### config.mk
export PLATFORM = sky130hd
export DESIGN_NAME = ebpi_top
export DESIGN_NICKNAME = d
export VERILOG_FILES = /design/src/logic/ebpi_pkg.sv /design/src/logic/ebpi_top.sv
export SDC_FILE = /design/constraint.sdc
export NUM_CORES = 1
export LEC_CHECK = 0
export ABC_AREA = 1
export BUFFER_PORTS_ARGS = -buffer_cell sky130_fd_sc_hd__buf_2
export CAP_MARGIN = 20
export CELL_PAD_IN_SITES_DETAIL_PLACEMENT = 0
export CELL_PAD_IN_SITES_GLOBAL_PLACEMENT = 1
export CORE_AREA = 2 2 87 89
export CTS_BUF_LIST = sky130_fd_sc_hd__clkbuf_16
export CTS_CLUSTER_DIAMETER = 120
export DETAILED_ROUTE_END_ITERATION = 10
export DIE_AREA = 0 0 89 91
export PLACE_DENSITY_LB_ADDON = 0.05
export SKIP_LAST_GASP = 1
export SYNTH_ARGS = -nofsm -noshare
export SYNTH_HDL_FRONTEND = slang
export SYNTH_SLANG_ARGS = --single-unit
### constraint.sdc
create_clock -name mclk -period 3.3 [get_ports mclk]
set_clock_uncertainty 0.05 [all_clocks]
set_input_delay 0.33 -clock mclk [delete_from_list [all_inputs] [get_ports mclk]]
set_output_delay 0.33 -clock mclk [all_outputs]
set_load 0.005 [all_outputs]
### src/logic/ebpi_pkg.sv
/*
 * Package for the external bus pin interface: pin map, enumerations and
 * pin-group structs. Assumes a single 10 MHz core clock.
 */
package ebpi_pkg;

    // Bit positions within the port-mode / port-data vector of shared pins
    localparam int PIN_RDY     = 0;
    localparam int PIN_GRANT   = 1;
    localparam int PIN_REQ     = 2;
    localparam int PIN_WRLO    = 3;
    localparam int PIN_CS1     = 4;
    localparam int PIN_CS2     = 5;
    localparam int PIN_CS3     = 6;
    localparam int PIN_CS4     = 7;
    localparam int PIN_CS5     = 8;
    localparam int PIN_CLK     = 9;
    localparam int PIN_DRAM_ROW_STROBE_BANK0    = 10;
    localparam int PIN_CAS0L   = 11;
    localparam int PIN_CAS0H   = 12;
    localparam int PIN_DW0     = 13;
    localparam int PIN_DRAM_ROW_STROBE_BANK1    = 14;
    localparam int PIN_CAS1L   = 15;
    localparam int PIN_CAS1H   = 16;
    localparam int PIN_DW1     = 17;
    localparam int NUM_PINS    = 18;

    localparam int NUM_AREAS   = 6;
    localparam int DRAM_AREA0  = 4;
    localparam int DRAM_AREA1  = 5;

    localparam logic [NUM_PINS-1:0] PINS_ALL_ONE = {NUM_PINS{1'b1}};
    localparam logic [5:0]          CS_IDLE      = 6'h3F;

    typedef enum logic {
        EBPI_WIDTH_8,
        EBPI_WIDTH_16
    } ebpi_width_type;

    typedef enum {
        EBPI_IDLE,
        EBPI_ACCESS,
        EBPI_RELEASED
    } ebpi_state_type;

    // Internal access request from the core side
    typedef struct packed {
        logic        valid;
        logic        write;
        logic [1:0]  lanes;    // [1] upper byte D15..D08, [0] lower byte D07..D00
        logic [2:0]  area;
    } ebpi_req_type;

    // Active-low strobe pins of the bus
    typedef struct packed {
        logic       read_n;
        logic       write_upper_n;
        logic       write_lower_n;
        logic [5:0] area_sel_n;
    } ebpi_strobe_type;

    // Active-low DRAM pins of one bank
    typedef struct packed {
        logic row_n;
        logic col_low_n;
        logic col_high_n;
        logic we_n;
    } ebpi_dram_type;

endpackage : ebpi_pkg

### src/logic/ebpi_top.sv
/*
 * External bus pin interface: ready wait, bus release handshake, strobes,
 * area selects, bus clock, DRAM strobes, DMA end-of-transfer, and port
 * fallback for every shared pin. Assumes all inputs synchronous to mclk.
 */
// Notes on behaviour
// - Ready low stretches the running bus cycle until ready goes high again.
// - Acknowledge output asserted once the device has let go of the bus.
// - 16-bit bus: upper strobe for upper lane, lower strobe for lower lane.
// - 8-bit bus: only the upper strobe writes; lower strobe pin becomes a port.
// - Lower write strobe floats while reset is active.
// - Separate read strobe drives external reads.
// - Six active-low area selects; select 0 dedicated, others may be ports.
// - Bus clock output at bus rate unless disabled, then pin is a port.
// - Each DRAM bank has row, low and high column strobes and write enable.
// - Channel 1 end-of-transfer on select 3 pin only when enabled.
// - Channel 2 end-of-transfer on bank 1 row pin only when enabled.
`timescale 1ns/1ps

module ebpi_top
    import ebpi_pkg::*;
#(
    parameter int CLK_DIV = 2
) (
    // Clock and reset
    input  wire logic                  mclk,
    input  wire logic                  nrst,
    // Configuration
    input  wire ebpi_width_type        bus_width,
    input  wire logic [NUM_PINS-1:0]   port_mode,
    input  wire logic                  dma_eot_enable,
    // Port data for pins in port mode
    input  wire logic [NUM_PINS-1:0]   port_out,
    output logic      [NUM_PINS-1:0]   port_in_q,
    // Core access request
    input  wire ebpi_req_type          core_req,
    output logic                       core_done_q,
    input  wire logic                  dma_eot_ch1,
    input  wire logic                  dma_eot_ch2,
    // Bus pins
    input  wire logic                  ready_in,
    input  wire logic                  bus_release_req_in,
    output logic                       bus_release_ack_out,
    output ebpi_strobe_type            strobe_q,
    output logic                       strobe_oe_q,
    output logic                       write_strobe_lower_oe_q,
    output logic                       bus_clk_q,
    output ebpi_dram_type              dram_bank0_q,
    output ebpi_dram_type              dram_bank1_q,
    output logic                       addr_data_oe_q
);

    // The divider toggles on half periods, so only even ratios can be served
    if (CLK_DIV < 2 || CLK_DIV % 2 != 0) begin : g_bad_div
        $error("CLK_DIV must be an even number of at least 2");
    end

    ebpi_state_type state_q, state_d;
    ebpi_req_type   req_q;
    logic [$clog2(CLK_DIV+1)-1:0] div_q;
    logic           clk_int_q;
    logic           grant_q;
    logic           in_reset_q;

    // Next-state decode
    wire logic req_pending = bus_release_req_in && !port_mode[PIN_REQ];
    wire logic ready_ok    = port_mode[PIN_RDY] || ready_in;
    wire logic is_dram     = (req_q.area == 3'(DRAM_AREA0)) ||
                             (req_q.area == 3'(DRAM_AREA1));

    always_comb begin
        state_d = state_q;
        case (state_q)
            EBPI_IDLE: begin
                if (req_pending) begin
                    state_d = EBPI_RELEASED;
                end else if (core_req.valid) begin
                    state_d = EBPI_ACCESS;
                end
            end
            EBPI_ACCESS: begin
                if (ready_ok) begin
                    state_d = EBPI_IDLE;
                end
            end
            EBPI_RELEASED: begin
                if (!req_pending) begin
                    state_d = EBPI_IDLE;
                end
            end
            default: state_d = EBPI_IDLE;
        endcase
    end

    // Strobe decode for the cycle in progress
    wire logic active   = (state_q == EBPI_ACCESS);
    wire logic wr_act   = active && req_q.write;
    wire logic wide     = (bus_width == EBPI_WIDTH_16);
    wire logic wr_up    = wr_act && (wide ? req_q.lanes[1] : 1'b1);
    wire logic wr_lo    = wr_act && wide && req_q.lanes[0];
    wire logic rd_act   = active && !req_q.write;
    wire logic [5:0] sel_n = active ? ~(6'h01 << req_q.area) : CS_IDLE;
    wire logic dram_row_strobe_bank0     = active && (req_q.area == 3'(DRAM_AREA0));
    wire logic dram_row_strobe_bank1     = active && (req_q.area == 3'(DRAM_AREA1));
    wire logic cas_l    = active && is_dram && (wide ? req_q.lanes[0] : 1'b1);
    wire logic cas_h    = active && is_dram && req_q.lanes[1];

    // Pin multiplexing between bus function, DMA and port
    wire logic lo_is_port = port_mode[PIN_WRLO] || !wide;
    wire logic [5:0] cs_pin = {
        port_mode[PIN_CS5] ? port_out[PIN_CS5] : sel_n[5],
        port_mode[PIN_CS4] ? port_out[PIN_CS4] : sel_n[4],
        dma_eot_enable ? !dma_eot_ch1 :
            (port_mode[PIN_CS3] ? port_out[PIN_CS3] : sel_n[3]),
        port_mode[PIN_CS2] ? port_out[PIN_CS2] : sel_n[2],
        port_mode[PIN_CS1] ? port_out[PIN_CS1] : sel_n[1],
        sel_n[0]
    };
    wire logic dram_row_strobe_bank1_pin = dma_eot_enable ? !dma_eot_ch2 :
                          (port_mode[PIN_DRAM_ROW_STROBE_BANK1] ? port_out[PIN_DRAM_ROW_STROBE_BANK1] : !dram_row_strobe_bank1);
    wire logic clk_pin  = port_mode[PIN_CLK] ? port_out[PIN_CLK] : clk_int_q;
    wire logic ack_pin  = port_mode[PIN_GRANT] ? port_out[PIN_GRANT] : grant_q;
    wire ebpi_dram_type bank0 = '{
        row_n:      port_mode[PIN_DRAM_ROW_STROBE_BANK0]  ? port_out[PIN_DRAM_ROW_STROBE_BANK0]  : !dram_row_strobe_bank0,
        col_low_n:  port_mode[PIN_CAS0L] ? port_out[PIN_CAS0L] : !(cas_l && dram_row_strobe_bank0),
        col_high_n: port_mode[PIN_CAS0H] ? port_out[PIN_CAS0H] : !(cas_h && dram_row_strobe_bank0),
        we_n:       port_mode[PIN_DW0]   ? port_out[PIN_DW0]   : !(wr_act && dram_row_strobe_bank0)
    };
    wire ebpi_dram_type bank1 = '{
        row_n:      dram_row_strobe_bank1_pin,
        col_low_n:  port_mode[PIN_CAS1L] ? port_out[PIN_CAS1L] : !(cas_l && dram_row_strobe_bank1),
        col_high_n: port_mode[PIN_CAS1H] ? port_out[PIN_CAS1H] : !(cas_h && dram_row_strobe_bank1),
        we_n:       port_mode[PIN_DW1]   ? port_out[PIN_DW1]   : !(wr_act && dram_row_strobe_bank1)
    };
    wire ebpi_strobe_type strobes = '{
        read_n:        !rd_act,
        write_upper_n: !wr_up,
        write_lower_n: lo_is_port ? port_out[PIN_WRLO] : !wr_lo,
        area_sel_n:    cs_pin
    };
    wire logic released = (state_d == EBPI_RELEASED);
    // Stay off the bus until the registered grant has been withdrawn
    wire logic drive_ok = !released && !grant_q;
    wire logic div_wrap = (div_q == ($clog2(CLK_DIV+1))'(CLK_DIV/2 - 1));

    // Sequencing
    always_ff @(posedge mclk) begin
        if (!nrst) begin
            state_q <= EBPI_IDLE;
            req_q   <= '0;
        end else begin
            state_q <= state_d;
            if (state_q == EBPI_IDLE && !req_pending && core_req.valid) begin
                req_q <= core_req;
            end
        end
    end

    // Bus clock divider
    always_ff @(posedge mclk) begin
        if (!nrst) begin
            div_q     <= '0;
            clk_int_q <= 1'b0;
        end else begin
            div_q     <= div_wrap ? '0 : div_q + 1'b1;
            clk_int_q <= div_wrap ? !clk_int_q : clk_int_q;
        end
    end

    // Registered pin outputs
    always_ff @(posedge mclk) begin
        if (!nrst) begin
            in_reset_q              <= 1'b1;
            grant_q                 <= 1'b0;
            core_done_q             <= 1'b0;
            port_in_q               <= '0;
            bus_release_ack_out     <= 1'b0;
            strobe_q                <= '1;
            strobe_oe_q             <= 1'b0;
            write_strobe_lower_oe_q <= 1'b0;
            bus_clk_q               <= 1'b0;
            dram_bank0_q            <= '1;
            dram_bank1_q            <= '1;
            addr_data_oe_q          <= 1'b0;
        end else begin
            in_reset_q              <= 1'b0;
            grant_q                 <= released;
            core_done_q             <= active && ready_ok;
            port_in_q               <= {PINS_ALL_ONE[NUM_PINS-1:3], bus_release_req_in,
                                        1'b1, ready_in} & port_mode;
            bus_release_ack_out     <= ack_pin;
            strobe_q                <= strobes;
            strobe_oe_q             <= drive_ok;
            write_strobe_lower_oe_q <= drive_ok && !in_reset_q;
            bus_clk_q               <= clk_pin;
            dram_bank0_q            <= bank0;
            dram_bank1_q            <= bank1;
            addr_data_oe_q          <= drive_ok && active;
        end
    end

endmodule : ebpi_top

==> results.md, run 1 <==
### Flow run
* 0 — reported max-cap violation count

### Synth
* 84 — register bit total from synthesis
* sky130_fd_sc_hd__dfxtp_1 — most frequent cell after synthesis
* 0 — number of enable flip-flop cells after synthesis
* 0% — Synth async-reset ratio
* 8.61 um^2 — Mapped Avg Cell Area
* 0 — total of warnings raised by yosys
* 63.2% — proportion of netlist area held by the largest area contributor
* sky130_fd_sc_hd__dfxtp_1 — dominant register cell in the synthesized netlist
* sky130_fd_sc_hd__dfxtp_1 — post-synthesis cell type with the largest combined area
* 2660 um^2 — Syn Std Cell Area
* 23 — Yosys cell types
* 63.2% — sequential fraction of the synthesis area
* 309 — Syn Inst Count
* 84 x sky130_fd_sc_hd__dfxtp_1, 62 x sky130_fd_sc_hd__nand2_1, 55 x sky130_fd_sc_hd__nor2_1, 48 x sky130_fd_sc_hd__inv_1 — most frequent cells after synthesis
* sky130_fd_sc_hd__dfxtp_1 63%, sky130_fd_sc_hd__nand2_1 8.7%, sky130_fd_sc_hd__nor2_1 7.8% — largest cells by area after synthesis

### Global routing
* 0 — remaining global-route overflow
* 0 — number of antenna violations at the first check in global routing
* 8560 um — global-route wire length before repair
* 31 — pin count of the biggest net entering global routing
* 14.1% — global-route usage over all layers
* 1913 — vias in the first global route

### STA
* 0 ns — setup total negative slack
* 47.7% — Final Cycle Share
* false — unrepaired setup endpoints after global routing
* 0.556 ns — Slew @ Worst Pin
* 0 — count of endpoints failing setup in the final report
* 0.134 ns — Hold Slack
* 62.9% — Slew headroom
* 0 — number of pins with negative max-slew slack in the final report
* 0 — final hold vios
* 636 MHz — achievable frequency
* 1.57 ns — Min Clock Period, post-route
* 1.73 ns — Worst Slack Setup Final

### Floorplanning
* 7140 um^2 — core region area
* 8100 um^2 — Die Outline Area
* 89 um — die outline width
* 31 — Site Rows
* 91 um — vertical extent of the die
* 37.3% — initial cell density of the core
* 92 — Ports

### Placed design
* 0.780 — Final Wtd Congestion
* 89 — count of buffers inserted at the top-level ports
* 1.43 ns — post-placement worst setup slack
* 3820 um — detailed-placement wirelength estimate

### CTS
* 9 — number of clock buffers inserted by TritonCTS
* 0.06 ns — clock transition at the register clock pins on the worst setup and hold paths after CTS
* 0 — Setup Buffers After CTS
* 0 — number of hold buffers added after cts
* 3 — H-Tree Level Count
* yes — TritonCTS clock tree
* 0 — CTS-repair resized insts
* 84 — clock sink count
* 2 — largest buffer count on any clock path
* 0.33 ns — clock latency at the later pin of the worst-skew pair
* sky130_fd_sc_hd__clkbuf_16 — root cell of the clock tree

### Detailed routing
* 9.79 um — drt wl/cell
* 77 — DRT iter0 DRCs
* 3.91 — Avg Vias per Cell
* 0 — drc violations
* 4 — length of the first detailed-routing pass in iterations
* 2094 — total via count after detailed routing
* 5240 um — Final Routed Wirelength
* 0 — post-route ant nets

### Finish
* 25.5% — layout cell share with drive strength beyond 1
* 754 — Fill cells
* 34.9% — P&R area growth vs syn
* 0 — antenna diode instance count
* 483 — final net count

### Hold path
* in -> reg — class of the most critical hold timing path
* strobe_q[5] — Worst Hold Endpoint
* port_out[8] — min-delay src
* 3 — WHS Path Cells

### Worst setup path
* register — type of element capturing the critical path
* state_q[25] — worst reg2reg path startpoint
* 8 — number of cells traversed by the worst register-to-register path
* 1.75 ns — data arrival time at the worst-slack endpoint
* register — Critical Path Start Type
* nor2_1, nand2_1, nor2_2, nand2_2, nor2_4, nand4_1, nor2_1, nor2_1 — sequence of cells on the critical path
* sky130_fd_sc_hd__nor2_1 — cell mode on critical path
* dram_bank0_q[2] — end of the worst register-to-register path
* 1.73 ns — r2r setup slk
* sky130_fd_sc_hd__nor2_4 — Slowest cell on crit path
* 3.48 ns — data required time at the worst endpoint
* simple AND/OR/NAND/NOR gates — CP top delay family
* reg -> reg — type of the worst setup path
* 14 — critical-path maximum fanout
* 0.33 ns — max incr delay on CP
* 0 — Buf/Inv on CP

### Pwr
* 21.3% — Switching Share
* 45.3% — Clk pwr share
* 343 uV — worst-case vdd ir drop
* 49.7% — relative contribution of sequential cells to total power
* 598 nW/um^2 — Cell Pwr Density
* 0.456 mW — net switching power
* 1.84 nW — leakage dissipation
* 2.15 mW — total chip power
* 4.9% — Gate power share
* 1.69 mW — Int Pwr

### Run status
* completed — result of the run

==> worst max path at each step <==
stage                                  to   startpoint  cells after the start  slack [ns]
after floorplan                  req_q[0]  state_q[27]                      9        2.04
final                     dram_bank0_q[2]  state_q[25]                      8        1.73
after detailed placement  dram_bank1_q[1]         nrst                      6        1.43
after global routing      dram_bank0_q[2]  state_q[25]                      8        1.51
after global placement    dram_bank1_q[1]         nrst                      6        1.45
after CTS                 dram_bank0_q[2]  state_q[25]                      8        1.66
==> final cells by class <==
class / count / area (um^2) / share of cell area (%)
Sequential cell: 84 / 1680 / 46.9
Multi-Input combinational cell: 199 / 862 / 24.0
Timing Repair Buffer: 89 / 445 / 12.4
Clock buffer: 9 / 225 / 6.28
Inverter: 48 / 180 / 5.02
Tap cell: 99 / 124 / 3.45
Clock inverter: 7 / 68.8 / 1.92
==> power groups by stage <==
stage / clock network, mW / registers [mW] / logic (mW)
after global placement: 0 / 1.09 / 0.107
final: 0.973 / 1.07 / 0.106
after global routing: 1.06 / 1.07 / 0.125
after detailed placement: 0 / 1.09 / 0.107
after CTS: 1.00 / 1.07 / 0.107
after floorplan: 0 / 1.09 / 0.0423
==> registers in the layout, summed over array words and instances (netlist names) <==
register / count
strobe_oe_q: 1
clk_int_q: 1
core_done_q: 1
dram_bank0_q: 4
div_q: 2
addr_data_oe_q: 1
bus_clk_q: 1
write_strobe_lower_oe_q: 1
grant_q: 1
state_q: 32
req_q: 6
port_in_q: 18
strobe_q: 9
dram_bank1_q: 4
bus_release_ack_out: 1
in_reset_q: 1
==> per-stage QoR <==
| stage | instance area [um^2] | utilization, % | instances |
|---|---|---|---|
| after global routing | 3590 | 50.3 | 535 |
| final | 3590 | 50.3 | 535 |
| after detailed placement | 3290 | 46.1 | 519 |
| after CTS | 3590 | 50.3 | 535 |
| after floorplan | 2770 | - | 338 |
| after global placement | 3290 | 46.1 | 519 |
==> logic make-up after synthesis <==
group | count (synthesis) | synth area share [%]
simple gates | 148 | 23.8
flops | 84 | 63.2
buf+inv | 55 | 8.47
compound gates | 19 | 3.62
xor+xnor | 1 | 0.329
fa+ha+maj | 1 | 0.470
other cells | 1 | 0.141
==> tightest hold or removal path, cell delays in order <==
cell	delay, ns
sky130_fd_sc_hd__buf_2	0.07
sky130_fd_sc_hd__nand2_1	0.04
sky130_fd_sc_hd__nand2_1	0.05
==> placed cells by master, fill, tap and decap left out, types with 2 or more instances in the layout <==
| cell | netlist | layout |
|---|---|---|
| sky130_fd_sc_hd__o21ai_1 | 4 | 4 |
| sky130_fd_sc_hd__inv_1 | 48 | 50 |
| sky130_fd_sc_hd__conb_1 | 1 | 30 |
| sky130_fd_sc_hd__buf_2 | 0 | 89 |
| sky130_fd_sc_hd__dfxtp_1 | 84 | 84 |
| sky130_fd_sc_hd__nor2_1 | 55 | 55 |
| sky130_fd_sc_hd__nand4_1 | 9 | 9 |
| sky130_fd_sc_hd__nor2_4 | 2 | 2 |
| sky130_fd_sc_hd__clkbuf_16 | 0 | 9 |
| sky130_fd_sc_hd__nor3_1 | 4 | 4 |
| sky130_fd_sc_hd__o21ai_0 | 5 | 5 |
| sky130_fd_sc_hd__clkinvlp_4 | 0 | 3 |
| sky130_fd_sc_hd__nand2_1 | 62 | 62 |
| sky130_fd_sc_hd__nand3_1 | 9 | 9 |
| sky130_fd_sc_hd__a21oi_1 | 9 | 9 |
| sky130_fd_sc_hd__nor2_2 | 4 | 4 |
==> per-layer routing <==
metal	share of wire (%)	vias up	wire [um]	global-route usage, %
met5	0	-	0	0
li1	-	1154	-	-
met4	2.6	0	136	8.96
met3	6.9	9	363	3.64
met2	44	54	2330	21.5
met1	46	877	2410	17.6
No activity file was read; power rests on OpenSTA's default activity.
==> run 2: changes to the inputs <==
Settings changed: ABC_AREA 1 to 0, CORE_AREA 2 2 87 89 to 2 2 88 90, DIE_AREA 0 0 89 91 to 0 0 90 92.
Clock period 3.3 ns to 1.5 ns, I/O delays scaled along.
==> run 2 against run 1 <==
- the run now ends with negative setup slack left
- setup slack got worse by 1.9 ns
- routed wire length increased by 12%
- utilization increased by 2.7 points
- clock power increased by 130%
- clock-buffer cell count unchanged
- synthesized cell count decreased by 26%
- design area increased by 10%
- global-route usage increased by 0.43 points
- critical path depth decreased by 2
- first-iteration DRC count decreased by 40%
==> results.md, run 2 <==
### Pwr
* 1240 nW/um^2 — Cell Pwr Density, was 598 nW/um^2
* 1.78 nW — leakage dissipation, was 1.84 nW
* 4.89 mW — total chip power, was 2.15 mW
* 677 uV — worst-case vdd ir drop, was 343 uV

### Global routing
* 41 — pin count of the biggest net entering global routing, was 31
* 14.6% — global-route usage over all layers, was 14.1%
* 0 — remaining global-route overflow, unchanged
* 0 — number of antenna violations at the first check in global routing, unchanged
* 9320 um — global-route wire length before repair, was 8560 um
* 1956 — vias in the first global route, was 1913

### Floorplanning
* 7450 um^2 — core region area, was 7140 um^2
* 90 um — die outline width, was 89 um
* 92 — Ports, unchanged
* 92 um — vertical extent of the die, was 91 um
* 35.1% — initial cell density of the core, was 37.3%
* 32 — Site Rows, was 31
* 8280 um^2 — Die Outline Area, was 8100 um^2

### Placed design
* 3900 um — detailed-placement wirelength estimate, was 3820 um
* 3360 um^2 — post-placement cell area, was 3290 um^2
* 89 — count of buffers inserted at the top-level ports, unchanged
* 453 — placed cell count, was 519
* -0.125 ns — post-placement worst setup slack, was 1.43 ns
* 0.714 — Final Wtd Congestion, was 0.780

### Synth
* 2610 um^2 — Syn Std Cell Area, was 2660 um^2
* 0 — total of warnings raised by yosys, unchanged
* 64.4% — sequential fraction of the synthesis area, was 63.2%
* sky130_fd_sc_hd__dfxtp_1 — most frequent cell after synthesis, unchanged
* 229 — Syn Inst Count, was 309
* 84 x sky130_fd_sc_hd__dfxtp_1, 16 x sky130_fd_sc_hd__and2_1, 16 x sky130_fd_sc_hd__nand2_1, 13 x sky130_fd_sc_hd__nor2_1, 10 x sky130_fd_sc_hd__inv_1 — most frequent cells after synthesis, was 84 x sky130_fd_sc_hd__dfxtp_1, 62 x sky130_fd_sc_hd__nand2_1, 55 x sky130_fd_sc_hd__nor2_1, 48 x sky130_fd_sc_hd__inv_1
* 0% — Synth async-reset ratio, unchanged
* 0 — number of enable flip-flop cells after synthesis, unchanged
* 11.4 um^2 — Mapped Avg Cell Area, was 8.61 um^2
* 33 — Yosys cell types, was 23
* sky130_fd_sc_hd__dfxtp_1 — post-synthesis cell type with the largest combined area, unchanged
* 64.4% — proportion of netlist area held by the largest area contributor, was 63.2%
* sky130_fd_sc_hd__dfxtp_1 64%, sky130_fd_sc_hd__and2_1 3.8%, sky130_fd_sc_hd__nor4_4 3.3% — largest cells by area after synthesis, was sky130_fd_sc_hd__dfxtp_1 63%, sky130_fd_sc_hd__nand2_1 8.7%, sky130_fd_sc_hd__nor2_1 7.8%
* 84 — register bit total from synthesis, unchanged
* sky130_fd_sc_hd__dfxtp_1 — dominant register cell in the synthesized netlist, unchanged

### STA
* true — unrepaired setup endpoints after global routing, was false
* 0 — number of pins with negative max-slew slack in the final report, unchanged
* -0.167 ns — Worst Slack Setup Final, was 1.73 ns
* -2.24 ns — setup total negative slack, was 0 ns
* 600 MHz — achievable frequency, was 636 MHz
* 0 — final hold vios, unchanged
* 25 — count of endpoints failing setup in the final report, was 0
* 111% — Final Cycle Share, was 47.7%
* 1.67 ns — Min Clock Period, post-route, was 1.57 ns
* 0.00452 ns — Hold Slack, was 0.134 ns

### Worst setup path
* sky130_fd_sc_hd__dfxtp_2 — Slowest cell on crit path, was sky130_fd_sc_hd__nor2_4
* 6 — critical-path maximum fanout, was 14
* 6 — CP Depth, was 8
* sky130_fd_sc_hd__nor4_4 — cell mode on critical path, was sky130_fd_sc_hd__nor2_1
* reg -> reg — type of the worst setup path, unchanged
* nor4_4, nand4_1, nor4_4, buf_4, buf_8, a31oi_1 — sequence of cells on the critical path, was nor2_1, nand2_1, nor2_2, nand2_2, nor2_4, nand4_1, nor2_1, nor2_1
* 1.83 ns — data arrival time at the worst-slack endpoint, was 1.75 ns
* register — type of element capturing the critical path, unchanged
* register — Critical Path Start Type, unchanged
* -0.17 ns — r2r setup slk, was 1.73 ns
* simple AND/OR/NAND/NOR gates — CP top delay family, unchanged
* 0.32 ns — max incr delay on CP, was 0.33 ns
* 6 — number of cells traversed by the worst register-to-register path, was 8
* 1.66 ns — data required time at the worst endpoint, was 3.48 ns
* 2 — Buf/Inv on CP, was 0

### CTS
* 2 — largest buffer count on any clock path, unchanged
* 3 — H-Tree Level Count, unchanged
* sky130_fd_sc_hd__clkbuf_16 — root cell of the clock tree, unchanged
* 0.07 ns — clock transition at the register clock pins on the worst setup and hold paths after CTS, was 0.06 ns
* 0.33 ns — clock latency at the later pin of the worst-skew pair, about the same
* 9 — number of clock buffers inserted by TritonCTS, unchanged
* 84 — clock sink count, unchanged
* yes — TritonCTS clock tree, unchanged

### Detailed routing
* 46 — DRT iter0 DRCs, was 77
* 12.1 um — drt wl/cell, was 9.79 um
* 4.16 — Avg Vias per Cell, was 3.91
* 0 — drc violations, unchanged
* met4 — highest layer used for signal routing, unchanged
* 0 — post-route ant nets, unchanged
* 2660 um — detailed-route wire length on metal 1, was 2410 um
* 266 um — met3 wire length, was 363 um
* 2012 — total via count after detailed routing, was 2094
* 2810 um — Met2 Routed Length, was 2330 um
* 5850 um — Final Routed Wirelength, was 5240 um
* 4 — length of the first detailed-routing pass in iterations, unchanged

### Finish
* 32 — max reg flops, unchanged
* 3950 um^2 — area of all placed cells without fillers, was 3590 um^2
* 484 — count of placed standard cells in the final layout, fillers left out, was 535
* state_q — Largest Register, unchanged
* 0 — antenna diode instance count, unchanged
* sky130_fd_sc_hd__buf_2 — most common library cell in the layout ignoring fill and taps, unchanged
* 429 — final net count, was 483
* 89 x sky130_fd_sc_hd__buf_2, 78 x sky130_fd_sc_hd__dfxtp_1, 30 x sky130_fd_sc_hd__conb_1 — most frequent cells in the layout, was 89 x sky130_fd_sc_hd__buf_2, 84 x sky130_fd_sc_hd__dfxtp_1, 62 x sky130_fd_sc_hd__nand2_1
* 53.0% — Final Util, was 50.3%
* 38.5% — layout cell share with drive strength beyond 1, was 25.5%
* state_q: 32 flops, port_in_q: 18 flops, strobe_q: 9 flops — Largest regs, unchanged
* 51.1% — P&R area growth vs syn, was 34.9%

### Flow run
* 0 — reported max-cap violation count, unchanged

### Run status
* complete, but fails checks — result of the run, was completed
* negative setup slack — failing checks

### Hold path
* 2 — WHS Path Cells, was 3
* in -> reg — class of the most critical hold timing path, unchanged

-- run 2: changes by cell type after synthesis, sizes merged, moves of 9 or more --
cell   change
nor2b      +9
inv       -38
and2      +16
nand2     -47
nor2      -48
nor4      +10
-- run 2: worst paths after layout --
kind | startpoint | endpoint
max reg2reg | state_q[8] | dram_bank1_q[0]
min reg2reg | in_reset_q | write_strobe_lower_oe_q
max | state_q[8] | dram_bank1_q[0]
min | port_mode[11] | port_in_q[11]
-- run 2: kinds of logic after synthesis --
logic type | share of synthesized area [%]
muxes | 3.07
AOI/OAI and AO/OA | 5.41
and+or+nand+nor | 23.8
other | 0.144
buffers and inverters | 2.35
DFF | 64.4
xor gates and xnor gates | 0.335
adders and majority gates | 0.479
-- run 2: metal layers --
layer / up-vias / GRT usage (%)
li1: 1043 / -
met1: 908 / 18.1
met2: 52 / 23.4
met3: 9 / 3.62
met4: 0 / 7.69
met5: - / 0
-- run 2: area by class of cell --
| class | count | area, um^2 |
|---|---|---|
| Tap cell | 102 | 128 |
| Fill cell | 730 | 3500 |
| Sequential cell | 84 | 1690 |
| Inverter | 10 | 37.5 |
| Multi-Input combinational cell | 158 | 1100 |
| Clock buffer | 9 | 225 |
| Timing Repair Buffer | 114 | 686 |
| Clock inverter | 7 | 81.3 |
-- run 2: where the power goes --
group	internal [mW]	switching, mW	leakage (nW)
combinational	0.148	0.117	0.935
sequential	2.33	0.0425	0.698
clock	1.32	0.937	0.147
total	3.79	1.10	1.78
-- run 2: repair_timing --
item / CTS / global route
setup endpoints to repair: 26 / 30
hold buffers: 10 / 0
gates resized for setup: 6 / 28
cloned: 0 / 1
setup buffers: 0 / 4
pin swaps: 3 / 3
endpoints found under the hold margin: 12 / 0
